--- src/hw/lnbps_pkg.sv ---
// Package for the supply protection and status register slice.
// Assumes one clock (mclk) and a byte-wide register space behind the
// two-wire serial port.
package lnbps_pkg;

    // ************************************************************
    // Register indices on the serial port
    // ************************************************************
    localparam logic [7:0] IDX_DIAG = 8'h00;
    localparam logic [7:0] IDX_SPARE = 8'h01;
    localparam logic [7:0] IDX_OUTPUT_VOLTAGE_SELECT = 8'h02;
    localparam logic [7:0] IDX_TONE = 8'h03;
    localparam logic [7:0] IDX_PULSE = 8'h04;
    localparam logic [7:0] IDX_POLICY = 8'h05;

    // ************************************************************
    // Field positions
    // ************************************************************
    localparam int POL_OVL_RESTART = 3;
    localparam int POL_THERMAL_RESTART_POLICY_RESTART = 6;
    localparam int POL_COMP = 7;
    localparam int PCL_A = 2;
    localparam int PCL_B = 6;
    localparam int DIAG_OVL_A = 0;
    localparam int DIAG_OVL_B = 1;
    localparam int DIAG_OVERHEAT = 6;
    localparam int DIAG_LOW_SUPPLY = 7;

    // ************************************************************
    // Reset values and serial port constants
    // ************************************************************
    localparam logic [7:0] DATA_RESET = 8'h00;
    localparam logic [7:0] STATUS_RESET = 8'h00;
    localparam logic [7:0] UNMAPPED_READ = 8'h00;
    // Arbitrary chip address value
    localparam logic [6:0] CHIP_ADDR = 7'h2a;
    localparam logic [3:0] BITS_PER_BYTE = 4'h8;
    localparam int PIN_SYNC_STAGES = 3;

    typedef enum logic [3:0] {
        ST_IDLE = 4'h0,
        ST_DEV = 4'h1,
        ST_DEV_ACK = 4'h2,
        ST_PTR = 4'h3,
        ST_PTR_ACK = 4'h4,
        ST_WR = 4'h5,
        ST_WR_ACK = 4'h6,
        ST_RD = 4'h7,
        ST_RD_ACK = 4'h8
    } lnbps_ser_st_t;

endpackage : lnbps_pkg

--- src/hw/lnbps_reg_if.sv ---
// Byte register access between the serial engine and the register bank.
// Assumes both ends run on mclk.
`timescale 1ns/1ps
interface lnbps_reg_if;
    logic [7:0] addr;
    logic wr_en;
    logic [7:0] wr_data;
    logic [7:0] rd_data;

    modport engine (output addr, output wr_en, output wr_data,
                    input rd_data);
    modport bank (input addr, input wr_en, input wr_data,
                  output rd_data);
endinterface : lnbps_reg_if

--- src/hw/lnbps_serial.sv ---
// Two-wire serial slave engine: chip address match, register pointer,
// auto-incrementing byte writes and reads.
// Assumes scl and sda are far slower than mclk.
`timescale 1ns/1ps
module lnbps_serial (
    input wire logic mclk,
    input wire logic reset_n,
    input wire logic scl_i,
    input wire logic sda_i,
    output logic sda_o,
    output logic sda_oe,
    lnbps_reg_if.engine bus
);

    // ************************************************************
    // Pin synchronisers
    // ************************************************************
    logic [1:0] pin_in;
    logic [1:0] s1_r, s2_r, s3_r, filt_r, prev_r;
    logic [1:0] filt_nxt;

    assign pin_in = {scl_i, sda_i};

    genvar g;
    generate
        for (g = 0; g < 2; g++) begin : g_sync
            // A change counts only once the last two stages agree
            always_comb begin
                filt_nxt[g] = (s2_r[g] == s3_r[g]) ? s3_r[g] : filt_r[g];
            end
        end
    endgenerate

    always_ff @(posedge mclk or negedge reset_n) begin
        if (!reset_n) begin
            s1_r <= 2'h3;
            s2_r <= 2'h3;
            s3_r <= 2'h3;
            filt_r <= 2'h3;
            prev_r <= 2'h3;
        end else begin
            s1_r <= pin_in;
            s2_r <= s1_r;
            s3_r <= s2_r;
            filt_r <= filt_nxt;
            prev_r <= filt_r;
        end
    end

    logic scl, sda, scl_rise, scl_fall, start_ev, stop_ev;
    assign scl = filt_r[1];
    assign sda = filt_r[0];
    assign scl_rise = scl & ~prev_r[1];
    assign scl_fall = ~scl & prev_r[1];
    assign start_ev = scl & prev_r[1] & ~sda & prev_r[0];
    assign stop_ev = scl & prev_r[1] & sda & ~prev_r[0];

    // ************************************************************
    // Byte engine
    // ************************************************************
    lnbps_pkg::lnbps_ser_st_t st_r, st_nxt;
    logic [3:0] cnt_r, cnt_nxt;
    logic [7:0] sh_r, sh_nxt, tx_r, tx_nxt, ptr_r, ptr_nxt;
    logic rw_r, rw_nxt, ack_r, ack_nxt, oe_r, oe_nxt, wr_r, wr_nxt;
    logic sda_o_r;

    always_comb begin
        st_nxt = st_r;
        cnt_nxt = cnt_r;
        sh_nxt = sh_r;
        tx_nxt = tx_r;
        ptr_nxt = ptr_r;
        rw_nxt = rw_r;
        ack_nxt = ack_r;
        oe_nxt = oe_r;
        wr_nxt = 1'b0;
        if (stop_ev) begin
            st_nxt = lnbps_pkg::ST_IDLE;
            oe_nxt = 1'b0;
        end else if (start_ev) begin
            st_nxt = lnbps_pkg::ST_DEV;
            cnt_nxt = 4'h0;
            oe_nxt = 1'b0;
        end else if (scl_rise) begin
            if (st_r == lnbps_pkg::ST_DEV || st_r == lnbps_pkg::ST_PTR ||
                st_r == lnbps_pkg::ST_WR) begin
                sh_nxt = {sh_r[6:0], sda};
                cnt_nxt = 4'(cnt_r + 4'h1);
            end else if (st_r == lnbps_pkg::ST_RD) begin
                cnt_nxt = 4'(cnt_r + 4'h1);
            end else if (st_r == lnbps_pkg::ST_RD_ACK) begin
                // Master holding ack low asks for the next register
                ack_nxt = ~sda;
                if (!sda) begin
                    ptr_nxt = ptr_r + 8'h01;
                end
            end
        end else if (scl_fall) begin
            unique case (st_r)
                lnbps_pkg::ST_IDLE: begin
                end
                lnbps_pkg::ST_DEV: begin
                    if (cnt_r == lnbps_pkg::BITS_PER_BYTE) begin
                        if (sh_r[7:1] == lnbps_pkg::CHIP_ADDR) begin
                            oe_nxt = 1'b1;
                            rw_nxt = sh_r[0];
                            st_nxt = lnbps_pkg::ST_DEV_ACK;
                        end else begin
                            st_nxt = lnbps_pkg::ST_IDLE;
                        end
                    end
                end
                lnbps_pkg::ST_DEV_ACK: begin
                    cnt_nxt = 4'h0;
                    if (rw_r) begin
                        tx_nxt = bus.rd_data;
                        oe_nxt = ~bus.rd_data[7];
                        st_nxt = lnbps_pkg::ST_RD;
                    end else begin
                        oe_nxt = 1'b0;
                        st_nxt = lnbps_pkg::ST_PTR;
                    end
                end
                lnbps_pkg::ST_PTR: begin
                    if (cnt_r == lnbps_pkg::BITS_PER_BYTE) begin
                        ptr_nxt = sh_r;
                        oe_nxt = 1'b1;
                        st_nxt = lnbps_pkg::ST_PTR_ACK;
                    end
                end
                lnbps_pkg::ST_PTR_ACK, lnbps_pkg::ST_WR_ACK: begin
                    // Pointer moves only after the written byte is acked
                    if (st_r == lnbps_pkg::ST_WR_ACK) begin
                        ptr_nxt = ptr_r + 8'h01;
                    end
                    oe_nxt = 1'b0;
                    cnt_nxt = 4'h0;
                    st_nxt = lnbps_pkg::ST_WR;
                end
                lnbps_pkg::ST_WR: begin
                    if (cnt_r == lnbps_pkg::BITS_PER_BYTE) begin
                        wr_nxt = 1'b1;
                        oe_nxt = 1'b1;
                        st_nxt = lnbps_pkg::ST_WR_ACK;
                    end
                end
                lnbps_pkg::ST_RD: begin
                    if (cnt_r == lnbps_pkg::BITS_PER_BYTE) begin
                        oe_nxt = 1'b0;
                        st_nxt = lnbps_pkg::ST_RD_ACK;
                    end else begin
                        tx_nxt = {tx_r[6:0], 1'b0};
                        oe_nxt = ~tx_r[6];
                    end
                end
                lnbps_pkg::ST_RD_ACK: begin
                    cnt_nxt = 4'h0;
                    if (ack_r) begin
                        tx_nxt = bus.rd_data;
                        oe_nxt = ~bus.rd_data[7];
                        st_nxt = lnbps_pkg::ST_RD;
                    end else begin
                        oe_nxt = 1'b0;
                        st_nxt = lnbps_pkg::ST_IDLE;
                    end
                end
                default: begin
                    oe_nxt = 1'b0;
                    st_nxt = lnbps_pkg::ST_IDLE;
                end
            endcase
        end
    end

    always_ff @(posedge mclk or negedge reset_n) begin
        if (!reset_n) begin
            st_r <= lnbps_pkg::ST_IDLE;
            cnt_r <= 4'h0;
            sh_r <= 8'h00;
            tx_r <= 8'h00;
            ptr_r <= 8'h00;
            rw_r <= 1'b0;
            ack_r <= 1'b0;
            oe_r <= 1'b0;
            wr_r <= 1'b0;
            sda_o_r <= 1'b0;
        end else begin
            st_r <= st_nxt;
            cnt_r <= cnt_nxt;
            sh_r <= sh_nxt;
            tx_r <= tx_nxt;
            ptr_r <= ptr_nxt;
            rw_r <= rw_nxt;
            ack_r <= ack_nxt;
            oe_r <= oe_nxt;
            wr_r <= wr_nxt;
            sda_o_r <= 1'b0;
        end
    end

    assign sda_o = sda_o_r;
    assign sda_oe = oe_r;
    assign bus.addr = ptr_r;
    assign bus.wr_en = wr_r;
    assign bus.wr_data = sh_r;

endmodule : lnbps_serial

--- src/hw/lnbps_regs.sv ---
// Protection policy and diagnostic status registers of a dual-channel
// antenna supply controller, reached over the two-wire serial port.
// Assumes the detector inputs are asynchronous analog comparator levels.
`timescale 1ns/1ps
module lnbps_regs (
    input wire logic mclk,
    input wire logic reset_n,
    input wire logic scl_i,
    input wire logic sda_i,
    output logic sda_o,
    output logic sda_oe,
    input wire logic overload_det_a,
    input wire logic overload_det_b,
    input wire logic overheat_det,
    input wire logic low_supply_detector,
    output logic [3:0] output_voltage_select_a,
    output logic [3:0] output_voltage_select_b,
    output logic antenna_supply_output_en_a,
    output logic antenna_supply_output_en_b,
    output logic boost_comp_low_esr,
    output logic pulse_limit_disable_a,
    output logic pulse_limit_disable_b,
    output logic [7:0] tone_ctrl
);

    // ************************************************************
    // Serial port
    // ************************************************************
    lnbps_reg_if bus ();

    lnbps_serial u_serial (
        .mclk(mclk),
        .reset_n(reset_n),
        .scl_i(scl_i),
        .sda_i(sda_i),
        .sda_o(sda_o),
        .sda_oe(sda_oe),
        .bus(bus)
    );

    // ************************************************************
    // Detector synchronisers
    // ************************************************************
    // Order: overload A, overload B, overheat, low supply
    logic [3:0] det_in;
    logic [3:0] d1_r, d2_r, d3_r, flag_r;
    logic [3:0] flag_nxt;

    assign det_in = {low_supply_detector, overheat_det,
                     overload_det_b, overload_det_a};

    genvar g;
    generate
        for (g = 0; g < 4; g++) begin : g_det
            // Live level, no latching; glitch shorter than a cycle ignored
            always_comb begin
                flag_nxt[g] = (d2_r[g] == d3_r[g]) ? d3_r[g] : flag_r[g];
            end
        end
    endgenerate

    always_ff @(posedge mclk or negedge reset_n) begin
        if (!reset_n) begin
            d1_r <= 4'h0;
            d2_r <= 4'h0;
            d3_r <= 4'h0;
            flag_r <= 4'h0;
        end else begin
            d1_r <= det_in;
            d2_r <= d1_r;
            d3_r <= d2_r;
            flag_r <= flag_nxt;
        end
    end

    logic ovl_a, ovl_b, ovheat, low_sup;
    assign ovl_a = flag_r[0];
    assign ovl_b = flag_r[1];
    assign ovheat = flag_r[2];
    assign low_sup = flag_r[3];

    logic [7:0] diag;
    always_comb begin
        diag = lnbps_pkg::STATUS_RESET;
        diag[lnbps_pkg::DIAG_OVL_A] = ovl_a;
        diag[lnbps_pkg::DIAG_OVL_B] = ovl_b;
        diag[lnbps_pkg::DIAG_OVERHEAT] = ovheat;
        diag[lnbps_pkg::DIAG_LOW_SUPPLY] = low_sup;
    end

    // ************************************************************
    // Data registers and protection
    // ************************************************************
    logic [7:0] output_voltage_select_r, output_voltage_select_nxt, tone_r, tone_nxt;
    logic [7:0] pulse_r, pulse_nxt, policy_r, policy_nxt;
    logic en_a_r, en_a_nxt, en_b_r, en_b_nxt;
    logic ovl_clear, thermal_restart_policy_clear;

    assign ovl_clear = policy_r[lnbps_pkg::POL_OVL_RESTART] &
                       (ovl_a | ovl_b);
    assign thermal_restart_policy_clear = policy_r[lnbps_pkg::POL_THERMAL_RESTART_POLICY_RESTART] & ovheat;

    always_comb begin
        output_voltage_select_nxt = output_voltage_select_r;
        tone_nxt = tone_r;
        pulse_nxt = pulse_r;
        policy_nxt = policy_r;
        // Writes to the status indices fall through and change nothing
        if (bus.wr_en) begin
            if (bus.addr == lnbps_pkg::IDX_OUTPUT_VOLTAGE_SELECT) begin
                output_voltage_select_nxt = bus.wr_data;
            end
            if (bus.addr == lnbps_pkg::IDX_TONE) begin
                tone_nxt = bus.wr_data;
            end
            if (bus.addr == lnbps_pkg::IDX_PULSE) begin
                pulse_nxt = bus.wr_data;
            end
            if (bus.addr == lnbps_pkg::IDX_POLICY) begin
                policy_nxt = bus.wr_data;
            end
        end
        // Held clear while the fault stands, so a rewrite during the
        // fault is lost; the master must rewrite after it ends
        if (ovl_clear) begin
            output_voltage_select_nxt = lnbps_pkg::DATA_RESET;
        end
        if (thermal_restart_policy_clear) begin
            output_voltage_select_nxt = lnbps_pkg::DATA_RESET;
        end
        // Output off while its fault stands, back on with the kept
        // selection once the fault clears under the auto policy
        en_a_nxt = (output_voltage_select_r[3:0] != 4'h0) & ~ovl_a & ~ovheat;
        en_b_nxt = (output_voltage_select_r[7:4] != 4'h0) & ~ovl_b & ~ovheat;
    end

    always_ff @(posedge mclk or negedge reset_n) begin
        if (!reset_n) begin
            output_voltage_select_r <= lnbps_pkg::DATA_RESET;
            tone_r <= lnbps_pkg::DATA_RESET;
            pulse_r <= lnbps_pkg::DATA_RESET;
            policy_r <= lnbps_pkg::DATA_RESET;
            en_a_r <= 1'b0;
            en_b_r <= 1'b0;
        end else begin
            output_voltage_select_r <= output_voltage_select_nxt;
            tone_r <= tone_nxt;
            pulse_r <= pulse_nxt;
            policy_r <= policy_nxt;
            en_a_r <= en_a_nxt;
            en_b_r <= en_b_nxt;
        end
    end

    // ************************************************************
    // Read mux
    // ************************************************************
    always_comb begin
        unique case (bus.addr)
            lnbps_pkg::IDX_DIAG: bus.rd_data = diag;
            lnbps_pkg::IDX_SPARE: bus.rd_data = lnbps_pkg::STATUS_RESET;
            lnbps_pkg::IDX_OUTPUT_VOLTAGE_SELECT: bus.rd_data = output_voltage_select_r;
            lnbps_pkg::IDX_TONE: bus.rd_data = tone_r;
            lnbps_pkg::IDX_PULSE: bus.rd_data = pulse_r;
            lnbps_pkg::IDX_POLICY: bus.rd_data = policy_r;
            default: bus.rd_data = lnbps_pkg::UNMAPPED_READ;
        endcase
    end

    // ************************************************************
    // Outputs
    // ************************************************************
    assign output_voltage_select_a = output_voltage_select_r[3:0];
    assign output_voltage_select_b = output_voltage_select_r[7:4];
    assign antenna_supply_output_en_a = en_a_r;
    assign antenna_supply_output_en_b = en_b_r;
    assign boost_comp_low_esr = policy_r[lnbps_pkg::POL_COMP];
    assign pulse_limit_disable_a = pulse_r[lnbps_pkg::PCL_A];
    assign pulse_limit_disable_b = pulse_r[lnbps_pkg::PCL_B];
    assign tone_ctrl = tone_r;

endmodule : lnbps_regs

--- config.mk ---
export PLATFORM = sky130hd
export DESIGN_NAME = lnbps_regs
export DESIGN_NICKNAME = d
export VERILOG_FILES = /design/src/hw/lnbps_pkg.sv /design/src/hw/lnbps_reg_if.sv /design/src/hw/lnbps_serial.sv /design/src/hw/lnbps_regs.sv
export SDC_FILE = /design/constraint.sdc
export NUM_CORES = 1
export LEC_CHECK = 0
export ABC_CLOCK_PERIOD_IN_PS = 3270
export CORE_MARGIN = 5
export CORE_UTILIZATION = 56
export CTS_CLUSTER_SIZE = 24
export DETAILED_ROUTE_END_ITERATION = 8
export DONT_BUFFER_PORTS = 1
export PLACE_DENSITY = 0.71
export SLEW_MARGIN = 15
export SYNTH_ARGS = -nofsm -noshare
export SYNTH_HDL_FRONTEND = slang
export SYNTH_SLANG_ARGS = --single-unit
--- constraint.sdc ---
create_clock -name mclk -period 3.27 [get_ports mclk]
set_input_delay 0.654 -clock mclk [delete_from_list [all_inputs] [get_ports mclk]]
set_output_delay 0.654 -clock mclk [all_outputs]
set_load 0.02 [all_outputs]
Word level (Yosys, flattened, before mapping)
Index checks and enable logic that the tools add are counted.
{ "classes": {"n_addsub": 2, "muxes": 53, "n_eq_ne": 38, "reduce_logical": 29, "bitwise_logic": 28} }
{ "ops": {"columns": ["cell", "count"], "rows": [
  ["two-way mux 8 bit", 12],
  ["two-way mux 4 bit", 14],
  ["one-hot mux 8 bit (5 select lines)", 1],
  ["one-hot mux 4 bit (8 select lines)", 1],
  ["two-way mux 7 bit", 3],
  ["one-hot mux 7 bit (3 select lines)", 1],
  ["nonzero test 3 bit", 7],
  ["inequality test 4 x 2 -> 1 bit, second input constant", 5],
  ["== test 4 x 3 -> 1 bit, second input constant", 4],
  ["== test 8 x 2 -> 1 bit, second input constant", 2],
  ["== test 8 x 3 -> 1 bit, second input constant", 2],
  ["two-way mux 1 bit", 16],
  ["one-hot mux 8 bit (2 select lines)", 1],
  ["inverter 1 bit", 14],
  ["AND reduction 7 bit", 2],
  ["AND 1 bit", 13],
  ["AND reduction 6 bit", 2],
  ["inequality test 2 bit, second input constant", 5],
  ["AND reduction 10 bit", 1],
  ["adder 8 x 1 -> 8 bit, second input constant", 1],
  ["== test 4 x 2 -> 1 bit, second input constant", 2],
  ["== test 4 bit, second input constant", 2],
  ["zero test 8 bit", 1],
  ["AND reduction 2 bit", 4],
  ["other kinds (22)", 34]
]} }
{ "totals": {"word_cells": 178, "ff_bits": 95} }

Longest topological paths before layout
Gate-level depths: netlist (run 1).
{ "depth": {"ltp_word": 9, "ltp_mapped": 7, "depth_no_buf": 6} }

Modules after synthesis
Synthesis (run 1) repeated with hierarchy kept, for this count alone.
{ "hier_totals": {"cells_unflattened": 397, "hier_area_um2": 4624.4} }
{ "by_module_without_submodules": {"columns": ["module", "area_per_inst_um2", "cells_each", "seq_area_each_um2", "instances"], "rows": [
  ["lnbps_serial", 2436.1, 234, 1138.6, 1],
  ["lnbps_regs", 2188.3, 163, 1251.2, 1]
]} }

Worst setup path after synthesis (run 1)
No wires, ideal clock.
{ "synth_path": {"kind": "reg2reg", "start": "register u_serial.ptr_r[3], in the netlist u_serial.bus.addr[3]", "end": "register pulse_r[0]", "n_path_buf": 0, "t_arrival_ns": 1.917, "synth_period_minus_slack_ns": 2.042, "t_required_ns": 3.145, "stages_incl_launch_ff": 5, "path_slack_ns": 1.228, "setup_time_ns": 0.125, "cell_sequence": "dfrtp_1 or4_4 or2_4 nor4_4 mux2_2"} }
{ "synth_between": {"elab_chain_len": 2} }
{ "synth_rtl": {"columns": ["element", "line_no", "text"], "rows": [
  ["start, declared", "lnbps_serial.sv:63", "logic [7:0] sh_r, sh_nxt, tx_r, tx_nxt, ptr_r, ptr_nxt;"],
  ["start signal, assigned", "lnbps_serial.sv:192", "ptr_r <= ptr_nxt;"],
  ["== test 8 x 3 -> 1 bit", "lnbps_regs.sv:116", "if (bus.addr == lnbps_pkg::IDX_PULSE) begin"],
  ["AND reduction 2 bit (no source line)", null, null],
  ["end signal, assigned", "lnbps_regs.sv:141", "pulse_r <= lnbps_pkg::DATA_RESET;"],
  ["end signal, assigned", "lnbps_regs.sv:148", "pulse_r <= pulse_nxt;"],
  ["end, declared", "lnbps_regs.sv:95", "logic [7:0] pulse_r, pulse_nxt, policy_r, policy_nxt;"]
]} }
No other way between the ends.
A chain may end at the register's enable or synchronous reset.

Worst setup path after layout (run 1)
{ "layout_path": {"start": "register u_serial.st_r[2]", "end": "register u_serial.tx_r[1]"} }
{ "layout_between": {"elab_chain_len": 3, "word_cells_on_any_way": 9} }
{ "layout_rtl": {"columns": ["element", "line_no", "text"], "rows": [
  ["start, declared", "lnbps_serial.sv:61", "lnbps_pkg::lnbps_ser_st_t st_r, st_nxt;"],
  ["start signal, assigned", "lnbps_serial.sv:177", "st_r <= lnbps_pkg::ST_IDLE;"],
  ["start signal, assigned", "lnbps_serial.sv:188", "st_r <= st_nxt;"],
  ["== test 4 bit, or another cell as far along", "lnbps_serial.sv:99", "unique case (st_r)"],
  ["inequality test 2 x 1 -> 1 bit (no source line), or another cell as far along", null, null],
  ["AND reduction 8 bit (no source line)", null, null],
  ["end signal, assigned", "lnbps_serial.sv:191", "tx_r <= tx_nxt;"],
  ["end, declared", "lnbps_serial.sv:63", null]
]} }
Parallel ways exist; a longest one is shown, timed or not.

==> metrics.md, run 1 <==
| Metric | Value |
|---|---|
| First-iteration detailed-routing DRC count | 167 |
| Fmax | 0.416 GHz |
| Drt total wl | 10.0 mm |
| ANT cells | 0 |
| Max Used Layer | met4 |
| Wl on met1 | 4.76 mm |
| Status | complete, no violations |
| DPL Wire Length | 6.69 mm |
| I/O pin cnt | 31 |
| Slowest stage delay, CP | 700 ps |
| Initial Utilization | 58.1% |
| Power per cell area | 477 nW/um^2 |
| Sequential area share after synthesis | 52.7% |
| Cell taking the most area after synthesis | dfrtp_1 |
| CTS HTree Levels | 3 |
| Final Cycle Share | 73.6% |
| Area of the mapped netlist | 4530 sq um |
| Share of the synthesized area in the top cell type | 46.9% |
| Static Leak | 2.08 nW |
| Place WS | 921 ps |
| Post-cts sizing count | 0 |
| CTS tree | built |
| Final layout net count | 388 |
| Vias per cell | 6.50 |
| WP buf/inv | 0 |
| Die Wd | 100 um |
| Hold Violations, Final | 0 |
| Syn_nets | 393 |
| Sum Neg Setup Slack | 0 ps |
| Fill cells | 625 |
| Critical Path, Cell by Cell | and4b_1 -> nand2_1 -> a21oi_1 -> mux2_2 |
| Synth unique cells | 68 |
| RSZ-0062 raised after global routing | no |
| Top post-synthesis cells by area | dfrtp_1 47%, mux2_2 8.9%, dfstp_2 5.8%, mux2i_1 2.4%, nand3_1 1.8% |
| Cells after synthesis | 379 |
| Number of global-route vias before repair | 3,090 |
| Classification of the worst-slack hold path | input port to asynchronous set/reset pin |
| Crit Path Max Fanout | 19 |
| Arr. time, crit path | 2660 ps |
| Gr ovfl total | 0 |
| Num rows | 32 |
| Clock sinks | 95 |
| Required time of the critical path | 3520 ps |
| Final GP Congestion | 0.878 |
| Flop and latch count out of synthesis | 95 |
| Max-cap violations | 0 |
| Clk_lat worst skew | 380 ps |
| Final Critical Period | 2410 ps |
| Die area | 10000 sq um |
| Wire length on met2 | 4.60 mm |
| Largest net degree at the start of global routing | 86 |
| TritonCTS Buffers | 9 |
| Area Growth Syn to Fin | 6.68% |
| Syn avg cell area | 12.0 sq um |
| Wire per inst | 20.9 um |
| Antenna-violating nets left | 0 |
| Die Span Y | 100 um |
| First-pass GRT wire length | 16.9 mm |
| Max-slew headroom | 39.6% |
| Crit path kind | register to register |
| Clock slew at reported path FFs | 110 ps |
| Number of antenna violations at the first check in global routing | 0 |
| Slew Viols, Final | 0 |
| Crit. End Element | register |
| Most used DFF post-synth | dfrtp_1 |
| Total GRT Usage | 21.6% |
| Crit path max-delay family | flip-flops |
| Final setup vio count | 0 |
| Critical Path Slowest Stage Cell | dfrtp_1 |
| Max rail drop VDD | 0.257 mV |
| Yosys Warn Count | 0 |
| Drc violations | 0 |
| Startpoint Class | register |
| Number of port buffers | 0 |
| Routed vias | 3,127 |
| Wire length on met3 | 475 um |
| Root Buffer | clkbuf_8 |
| Core Box Area | 7810 sq um |
| PnR worst setup slack | 864 ps |
| Asr flop ratio synth | 100% |
| EDFF count, synth | 0 |
| Initial DRT Pass Iterations | 5 |
| Final Skew | 17.3 ps |
| Final Core Density | 62.0% |
| Clock tree buffer depth | 2 |
| Share of layout cells above drive strength 1 | 20.6% |
| Worst slew pin tran | 894 ps |
layout by cell type (no fill, tap or decap), types with 6 or more instances in the layout:
| master | n |
|---|---|
| dfrtp_1 | 85 |
| mux2i_1 | 11 |
| o21ai_0 | 12 |
| dfstp_2 | 10 |
| ha_1 | 6 |
| a221oi_1 | 9 |
| a22oi_1 | 8 |
| a21oi_1 | 7 |
| mux2_2 | 36 |
| nand3_1 | 16 |
| nor3_1 | 12 |
| o22a_1 | 7 |
| clkbuf_8 | 10 |
| nor2_1 | 14 |
| a2bb2oi_1 | 7 |
| inv_1 | 12 |
| a22o_1 | 9 |
| maj3_1 | 6 |
| nand2_1 | 12 |
registers in the layout, summed over array words and instances (netlist names), 2 cells and up:
register,flops
u_serial.bus.addr,8
u_serial.st_r,4
tone_ctrl,8
u_serial.prev_r,2
d2_r,4
u_serial.s2_r,2
d3_r,4
output_voltage_select_r,8
pulse_r,8
u_serial.filt_r,2
d1_r,4
u_serial.tx_r,7
u_serial.bus.wr_data,8
u_serial.s3_r,2
u_serial.cnt_r,4
u_serial.s1_r,2
flag_r,4
policy_r,8
where the power goes:
part           internal, mW  leakage, nW  total (mW)  switching (mW)
clock network         0.396        0.114       0.851           0.455
logic                0.0669        0.714       0.160          0.0932
registers              1.22         1.25        1.30          0.0713
metal layers:
| metal | GRT usage [%] | vias to the layer above |
|---|---|---|
| li1 | - | 1438 |
| met5 | 0 | - |
| met2 | 31.7 | 83 |
| met1 | 31.4 | 1584 |
| met4 | 7.67 | 0 |
| met3 | 5.49 | 22 |
logic make-up after synthesis:
group           synth area share (%)
compound gates                  16.4
other cells                   0.0827
buf+inv                         3.01
simple gates                    13.1
fa+ha+maj                       2.98
xor+xnor                       0.386
mux                             11.4
flops                           52.7
worst paths after layout:
kind | from | end | slack, ps | cells after the start
max in group asynchronous | reset_n | u_serial.tx_r[2] | 2720 | 1
min | reset_n | u_serial.s1_r[0] | 110 | 0
min in group mclk | sda_i | u_serial.s1_r[0] | 260 | 0
max | u_serial.st_r[2] | u_serial.tx_r[1] | 860 | 4
max reg2reg | u_serial.st_r[2] | u_serial.tx_r[1] | 860 | 4
min reg2reg | d1_r[3] | d2_r[3] | 360 | 0
synthesized netlist by cell type, drive strengths merged, types with 4 or more instances:
master / number
a21oi: 7
a221oi: 9
a22o: 9
a22oi: 8
a2bb2oi: 7
a31oi: 5
and3: 4
buf: 6
clkbuf: 13
dfrtp: 85
dfstp: 10
ha: 6
inv: 12
maj3: 6
mux2: 36
mux2i: 11
nand2: 12
nand2b: 4
nand3: 16
nor2: 15
nor2b: 5
nor3: 12
nor4: 5
o21ai: 14
o22a: 7
layout make-up:
type	count	area, sq um	area share (%)
Clock buffer	10	138	2.85
Clock inverter	6	86.3	1.78
Inverter	12	45.0	0.931
Multi-Input combinational cell	253	2010	41.5
Sequential cell	95	2390	49.4
Tap cell	102	128	2.64
Timing Repair Buffer	3	42.5	0.879
what timing repair did:
action,4_1_cts,5_1_grt
endpoints found under the setup margin,0,0
setup buffers,0,0
endpoints found under the hold margin,85,0
hold buffers,1,0
stage by stage:
step	total power, mW	hold slack, ps	area, sq um	cells
6_report	2.31	108	4840	481
3_5_place_dp	1.46	336	4590	464
2_1_floorplan	1.41	331	4530	379
4_1_cts	2.33	95.9	4840	481
3_3_place_gp	1.45	335	4590	464
5_1_grt	2.42	76.0	4840	481
(Power assumes the default switching activity.)
==> run 2, diff against run 1 <==
Settings changed: ABC_CLOCK_PERIOD_IN_PS 3270 to 2000, PLACE_DENSITY 0.71 to 0.74.
Clock period 3.27 ns to 2 ns, I/O delays scaled along.
==> run 2 against run 1 <==
Effect of this change:
- the run now ends with hold timing left
- clock skew decreased by 4.4 ps
- cell count is 8.7% higher
- core utilization increased by 4.6 points
- flip-flop and latch count unchanged
- largest cell class unchanged
- sequential power increased by 61%
- fmax increased by 21%
- critical path depth increased by 1
==> metrics.md, run 2 (same netlist as run 1, synthesis figures left out) <==
| Metric | Value |
|---|---|
| Classification of the worst-slack hold path | input port to asynchronous set/reset pin |
| Reg2Reg Depth | 5 (+1) |
| Final Critical Period | 1990 ps (-416 ps) |
| Power per cell area | 716 nW/um^2 (+50%) |
| Clock tree buffer depth | 2 (unchanged) |
| Final Cycle Share | 99.5% (+26 points) |
| Fmax | 0.502 GHz (+21%) |
| Non-Filler Instances | 523 (+8.7%) |
| Vias per cell | 6.48 (-0.27%) |
| Final layout net count | 430 (+11%) |
| Total power | 3.72 mW (+61%) |
| Root Buffer | clkbuf_8 |
| Required time of the critical path | 2260 ps (-1260 ps) |
| Commonest non-fill, non-tap cell in the layout | dfrtp_1 |
| Max-cap violations | 0 (unchanged) |
| Antenna-violating nets left | 0 (unchanged) |
| Final GP Congestion | 0.856 (-2.5%) |
| Hold Violations, Final | 95 (+95) |
| Wire per inst | 20.6 um (-1.4%) |
| R2r setup slk | 10 ps (-850 ps) |
| Worst slew pin tran | 564 ps (-330 ps) |
| Startpoint Class | register |
| CTS HTree Levels | 3 (unchanged) |
| Number of antenna violations at the first check in global routing | 0 (unchanged) |
| I/O pin cnt | 31 (unchanged) |
| Max rail drop VDD | 0.552 mV (+110%) |
| Failing checks | hold timing |
| Most frequent cells in the layout | 84 x dfrtp_1, 40 x buf_4, 35 x mux2_2 |
| First-pass GRT wire length | 17.7 mm (+4.8%) |
| First-iteration detailed-routing DRC count | 282 (+69%) |
| RSZ-0062 raised after global routing | yes |
| Fill cells | 582 (-6.9%) |
| Num rows | 32 (unchanged) |
| Gr ovfl total | 0 (unchanged) |
| Crit path kind | register to register |
| Status | finished, violations left |
| Die Wd | 100 um (unchanged) |
| Total GRT Usage | 22.5% (+0.83 points) |
| Hold_ws | -299 ps (-407 ps) |
| TritonCTS Buffers | 9 (unchanged) |
| Routed vias | 3,391 (+8.4%) |
| Number of port buffers | 0 (unchanged) |
| Final Skew | 12.9 ps (-4.41 ps) |
| Switch Pwr | 1.05 mW (+69%) |
| Die Span Y | 100 um (unchanged) |
| Clk_lat worst skew | 370 ps (about the same) |
| Number of global-route vias before repair | 3,376 (+9.3%) |
| Drt total wl | 10.8 mm (+7.2%) |
| Crit. End Element | register |
| Static Leak | 2.30 nW (+10%) |
| Arr. time, crit path | 2250 ps (-410 ps) |
| Initial Utilization | 58.1% (unchanged) |
| Slew Viols, Final | 0 (unchanged) |
| Reg power frac | 56.0% (-0.2 points) |
| Clock power share | 35.5% (-1.4 points) |
| Initial DRT Pass Iterations | 5 (unchanged) |
| Placed Cells | 503 (+8.4%) |
| Area Growth Syn to Fin | 14.6% |
| Clock sinks | 95 (unchanged) |
| Switching Share | 28.1% (+1.3 points) |
| CP Launch Point | u_serial.bus.addr[3] |
| Comb pwr share | 8.5% (+1.6 points) |
| CTS tree | built |
| Cell-internal power | 2.67 mW (+58%) |
| DPL Wire Length | 7.38 mm (+10%) |
| ANT cells | 0 (unchanged) |
| Drc violations | 0 (unchanged) |
| Clock slew at reported path FFs | 110 ps (about the same) |
| Crit Path Max Fanout | 8 (-11) |
| Largest net degree at the start of global routing | 96 (+12%) |
| Max-slew headroom | 62.0% (+22 points) |
| Die area | 10000 sq um (unchanged) |
| Reg-to-reg startpoint | u_serial.bus.addr[3] |
| Worst flop-to-flop path endpoint | pulse_r[0] |
| Share of layout cells above drive strength 1 | 30.2% (+9.6 points) |
| Final setup vio count | 0 (unchanged) |
| Core Box Area | 7810 sq um (unchanged) |
## run 2: changes by cell type in the layout (fill, tap and decap cells not counted), sizes merged
cell and delta:
buf +40, bufinv -1, dlygate4sd3 +2, inv +1
## run 2: routing by layer
layer / up-vias / routed length [um] / GRT usage (%)
met5: - / 0 / 0
met4: 0 / 176 / 7.05
met3: 15 / 686 / 4.52
met2: 136 / 5090 / 34.2
met1: 1719 / 4800 / 32.6
li1: 1521 / - / -
## run 2: cell type report
cell class | instances | area (sq um) | share of cell area, %
multi-input cells | 253 | 2060 | 39.6
repair buffers | 45 | 363 | 6.98
flip-flops and latches | 95 | 2390 | 46.0
inverters | 12 | 45.0 | 0.867
clock buffers | 10 | 138 | 2.65
clock inverters | 6 | 72.6 | 1.40
well taps | 102 | 128 | 2.46
## run 2: power groups by stage
stage | logic (mW) | registers, mW | clock network, mW
after floorplan | 0.223 | 2.09 | 0
after global placement | 0.290 | 2.12 | 0
after detailed placement | 0.302 | 2.12 | 0
after CTS | 0.307 | 2.09 | 1.35
after global routing | 0.351 | 2.10 | 1.42
final | 0.315 | 2.09 | 1.32
## run 2: worst max path at each step
stage | end | slack [ps] | cells past startpoint
final | pulse_r[0] | 10 | 5
after global routing | pulse_r[1] | -30 | 5
after CTS | pulse_r[0] | 5 | 5
after detailed placement | pulse_r[0] | 30 | 5
after global placement | pulse_r[7] | 40 | 5
after floorplan | pulse_r[0] | -40 | 4
## run 2: timing repair
| item | 4_1_cts | 5_1_grt |
|---|---|---|
| setup endpoints to repair | 1 | 27 |
| pin swaps | 0 | 1 |
| resized for setup | 1 | 10 |
| buffers inserted | 0 | 2 |
| hold buffers | 1 | 1 |
| endpoints found under the hold margin | 96 | 96 |
## run 2: worst max-delay path, stage by stage, from the launching register on
cell and delay (ps):
dfrtp_1 400, or4_4 540, or2_4 280, nor4_4 140
buf_6 180, mux2_2 330
## run 2: stage by stage
stage | util [%] | hold slack, ps | setup TNS (ps) | area [sq um] | setup slack, ps
finish | 66.5 | -299 | 0 | 5190 | 9.92
CTS | 65.7 | -313 | 0 | 5130 | 4.69
detailed placement | 62.8 | 107 | 0 | 4900 | 28.0
global route | 66.5 | -324 | -155 | 5190 | -34.3
global placement | 62.8 | 106 | 0 | 4900 | 44.9
floorplan | - | 104 | -337 | 4540 | -42.1
==> run 3, diff against run 2 <==
Settings changed: ABC_AREA set to 1.
==> run 3 against run 2 <==
Effect of this change:
- the flow still finishes with violations (hold timing)
- first-iteration DRC count up 23%
- synthesized cell count up 44%
- via count up 7.6%
- critical endpoint is now u_serial.bus.addr[6]
- critical path depth up 2
- clock skew about the same
==> metrics.md, run 3 <==
| Metric | Value |
|---|---|
| Antenna-violating nets left | 0 (unchanged) |
| Top post-synthesis cells by area | dfrtp_1 46%, nand2_1 12%, dfstp_2 5.7%, nand3_1 4.9%, o21ai_1 3.7% |
| Most instantiated cells after synthesis | 153 x nand2_1, 85 x dfrtp_1, 45 x nand3_1 |
| Hold_ws | -280 ps (+19.4 ps) |
| Gr ovfl total | 0 (unchanged) |
| Crit path kind | register to register |
| Die Wd | 101 um (+0.84%) |
| Core Box Area | 8130 sq um (+4.2%) |
| Count leader, synth | nand2_1 |
| Arr. time, crit path | 2060 ps (-190 ps) |
| Cell taking the most area after synthesis | dfrtp_1 |
| ANT cells | 0 (unchanged) |
| Largest net degree at the start of global routing | 96 (unchanged) |
| Most frequent cells in the layout | 153 x nand2_1, 85 x dfrtp_1, 45 x nand3_1 |
| Total GRT Usage | 23.0% (+0.57 points) |
| Syn avg cell area | 8.48 sq um (-29%) |
| Die Span Y | 101 um (+0.84%) |
| Fill cells | 707 (+21%) |
| Share of the synthesized area in the top cell type | 46.0% (-0.86 points) |
| Number of global-route vias before repair | 3,593 (+6.4%) |
| Vias per cell | 5.51 (-15%) |
| CTS Hold Bufs | 2 (+1) |
| Slowest stage delay, CP | 580 ps (+40 ps) |
| Share of layout cells above drive strength 1 | 15.9% (-14 points) |
| Power per cell area | 737 nW/um^2 (+2.9%) |
| Initial DRT Pass Iterations | 5 (unchanged) |
| Commonest non-fill, non-tap cell in the layout | nand2_1 |
| Yosys Warn Count | 0 (unchanged) |
| Clock slew at reported path FFs | 100 ps (about the same) |
| CTS tree | built |
| TritonCTS Buffers | 9 (unchanged) |
| First-pass GRT wire length | 18.1 mm (+2.4%) |
| Syn_nets | 559 (+42%) |
| Number of port buffers | 0 (unchanged) |
| Postcts setup bufs | 0 (unchanged) |
| Final Cycle Share | 90.0% (-9.5 points) |
| Crit Path Max Fanout | 9 (+1) |
| Drt total wl | 10.4 mm (-3.1%) |
| Asr flop ratio synth | 100% (unchanged) |
| Startpoint Class | register |
| Most used DFF post-synth | dfrtp_1 |
| Final Critical Period | 1800 ps (-189 ps) |
| I/O pin cnt | 31 (unchanged) |
| Max rail drop VDD | 0.644 mV (+17%) |
| Static Leak | 2.34 nW (+1.9%) |
| Slew Viols, Final | 0 (unchanged) |
| Status | finished, violations left |
| Final setup vio count | 0 (unchanged) |
| Max-cap violations | 0 (unchanged) |
| Failing checks | hold timing |
| Hold Violations, Final | 95 (unchanged) |
| Classification of the worst-slack hold path | input port to asynchronous set/reset pin |
| RSZ-0062 raised after global routing | no |
| DPL Wire Length | 7.49 mm (+1.4%) |
| Clk_lat worst skew | 370 ps (about the same) |
| Area occupied by multi-input gates | 1930 sq um (-6.2%) |
| Drc violations | 0 (unchanged) |
| FF/Latch Area | 2390 sq um (about the same) |
| Num rows | 33 (+3.1%) |
| Cells after synthesis | 545 (+44%) |
| Area of the mapped netlist | 4620 sq um (+1.9%) |
| Clock tree buffer depth | 2 (unchanged) |
| Routed vias | 3,650 (+7.6%) |
| Area Growth Syn to Fin | 6.69% |
| Required time of the critical path | 2260 ps (about the same) |
| CTS HTree Levels | 3 (unchanged) |
| Most used cell, CP | nand2_1 |
| Critical Path, Cell by Cell | nand2_1 -> inv_2 -> nand4_1 -> nand2_2 -> nand2_4 -> nand2_1 -> nand2_1 |
| Clock sinks | 95 (unchanged) |
| Sum Neg Setup Slack | 0 ps (unchanged) |
| Crit. End Element | register |
| Synth unique cells | 38 (-44%) |
| Sequential area share after synthesis | 51.7% (-0.97 points) |
| First-iteration detailed-routing DRC count | 347 (+23%) |
| Number of antenna violations at the first check in global routing | 0 (unchanged) |
| Final GP Congestion | 0.938 (+9.6%) |
| Flop and latch count out of synthesis | 95 (unchanged) |
| Final layout net count | 567 (+32%) |
| Critical Path Slowest Stage Cell | dfstp_2 |
| EDFF count, synth | 0 (unchanged) |
| Initial Utilization | 56.8% (-1.3 points) |
| Wire per inst | 15.7 um (-24%) |
| Fmax | 0.555 GHz (+11%) |
| Root Buffer | clkbuf_8 |
| Die area | 10,200 sq um (+1.7%) |
| Final Skew | 12.6 ps (-0.257 ps) |
[run 3: layout make-up]
type                    count  area share [%]
flip-flops and latches     95            48.5
multi-input cells         380            39.2
inverters                  61            4.70
clock buffers              10            2.79
well taps                 105            2.67
clock inverters             6            1.17
repair buffers              6            1.02
[run 3: metrics by stage]
| step | power (mW) | cell area, sq um | instances | worst slack, ps | util [%] |
|---|---|---|---|---|---|
| after floorplan | 2.32 | 4620 | 545 | 510 | - |
| after global placement | 2.39 | 4710 | 645 | 196 | 57.9 |
| after detailed placement | 2.40 | 4710 | 645 | 199 | 57.9 |
| after CTS | 3.66 | 4930 | 663 | 163 | 60.6 |
| after global routing | 3.80 | 4930 | 663 | 7.14 | 60.6 |
| final | 3.63 | 4930 | 663 | 199 | 60.6 |
[run 3: repair_timing]
item                                    in CTS  in global routing
gates resized for setup                      0                  1
endpoints found under the setup margin       0                  1
hold endpoints to repair                    97                 95
[run 3: final timing paths]
| check | from | end | slack (ps) | cells past startpoint |
|---|---|---|---|---|
| worst max-delay path | u_serial.filt_r[1] | u_serial.bus.addr[6] | 200 | 7 |
| worst min-delay path | reset_n | u_serial.cnt_r[3] | -280 | 0 |
| worst max register to register | u_serial.filt_r[1] | u_serial.bus.addr[6] | 200 | 7 |
| worst min register to register | d1_r[1] | d2_r[1] | 360 | 0 |
| max in group asynchronous | reset_n | u_serial.s3_r[1] | 2070 | 0 |
| min in group mclk | low_supply_detector | d1_r[3] | 40 | 0 |
[run 3: critical path: cells and delay by family, from the launching register on]
kind	cells	cell delay, ps
buf+inv	1	210
flops	1	580
simple gates	6	900
[run 3: logic make-up (layout without fill, tap and decap cells)]
kind of cell	Yosys count	count (layout)	synth area share, %
compound gates	78	78	9.81
other cells	1	1	0.0812
simple gates	286	286	28.4
fa+ha+maj	12	12	2.93
xor+xnor	3	3	0.569
buf+inv	70	83	6.47
flops	95	95	51.7
[run 3: power by group]
| group | internal [mW] | total (mW) | switching, mW |
|---|---|---|---|
| clock network | 0.517 | 1.26 | 0.740 |
| logic | 0.0956 | 0.299 | 0.203 |
| registers | 2.00 | 2.07 | 0.0730 |
[run 3: routing by layer]
| layer | up-vias | track usage [%] | routed length, um |
|---|---|---|---|
| met4 | 0 | 7.77 | 205 |
| met5 | - | 0 | 0 |
| met2 | 145 | 33.6 | 4590 |
| met1 | 1719 | 33.0 | 4720 |
| li1 | 1769 | - | - |
| met3 | 17 | 6.71 | 904 |
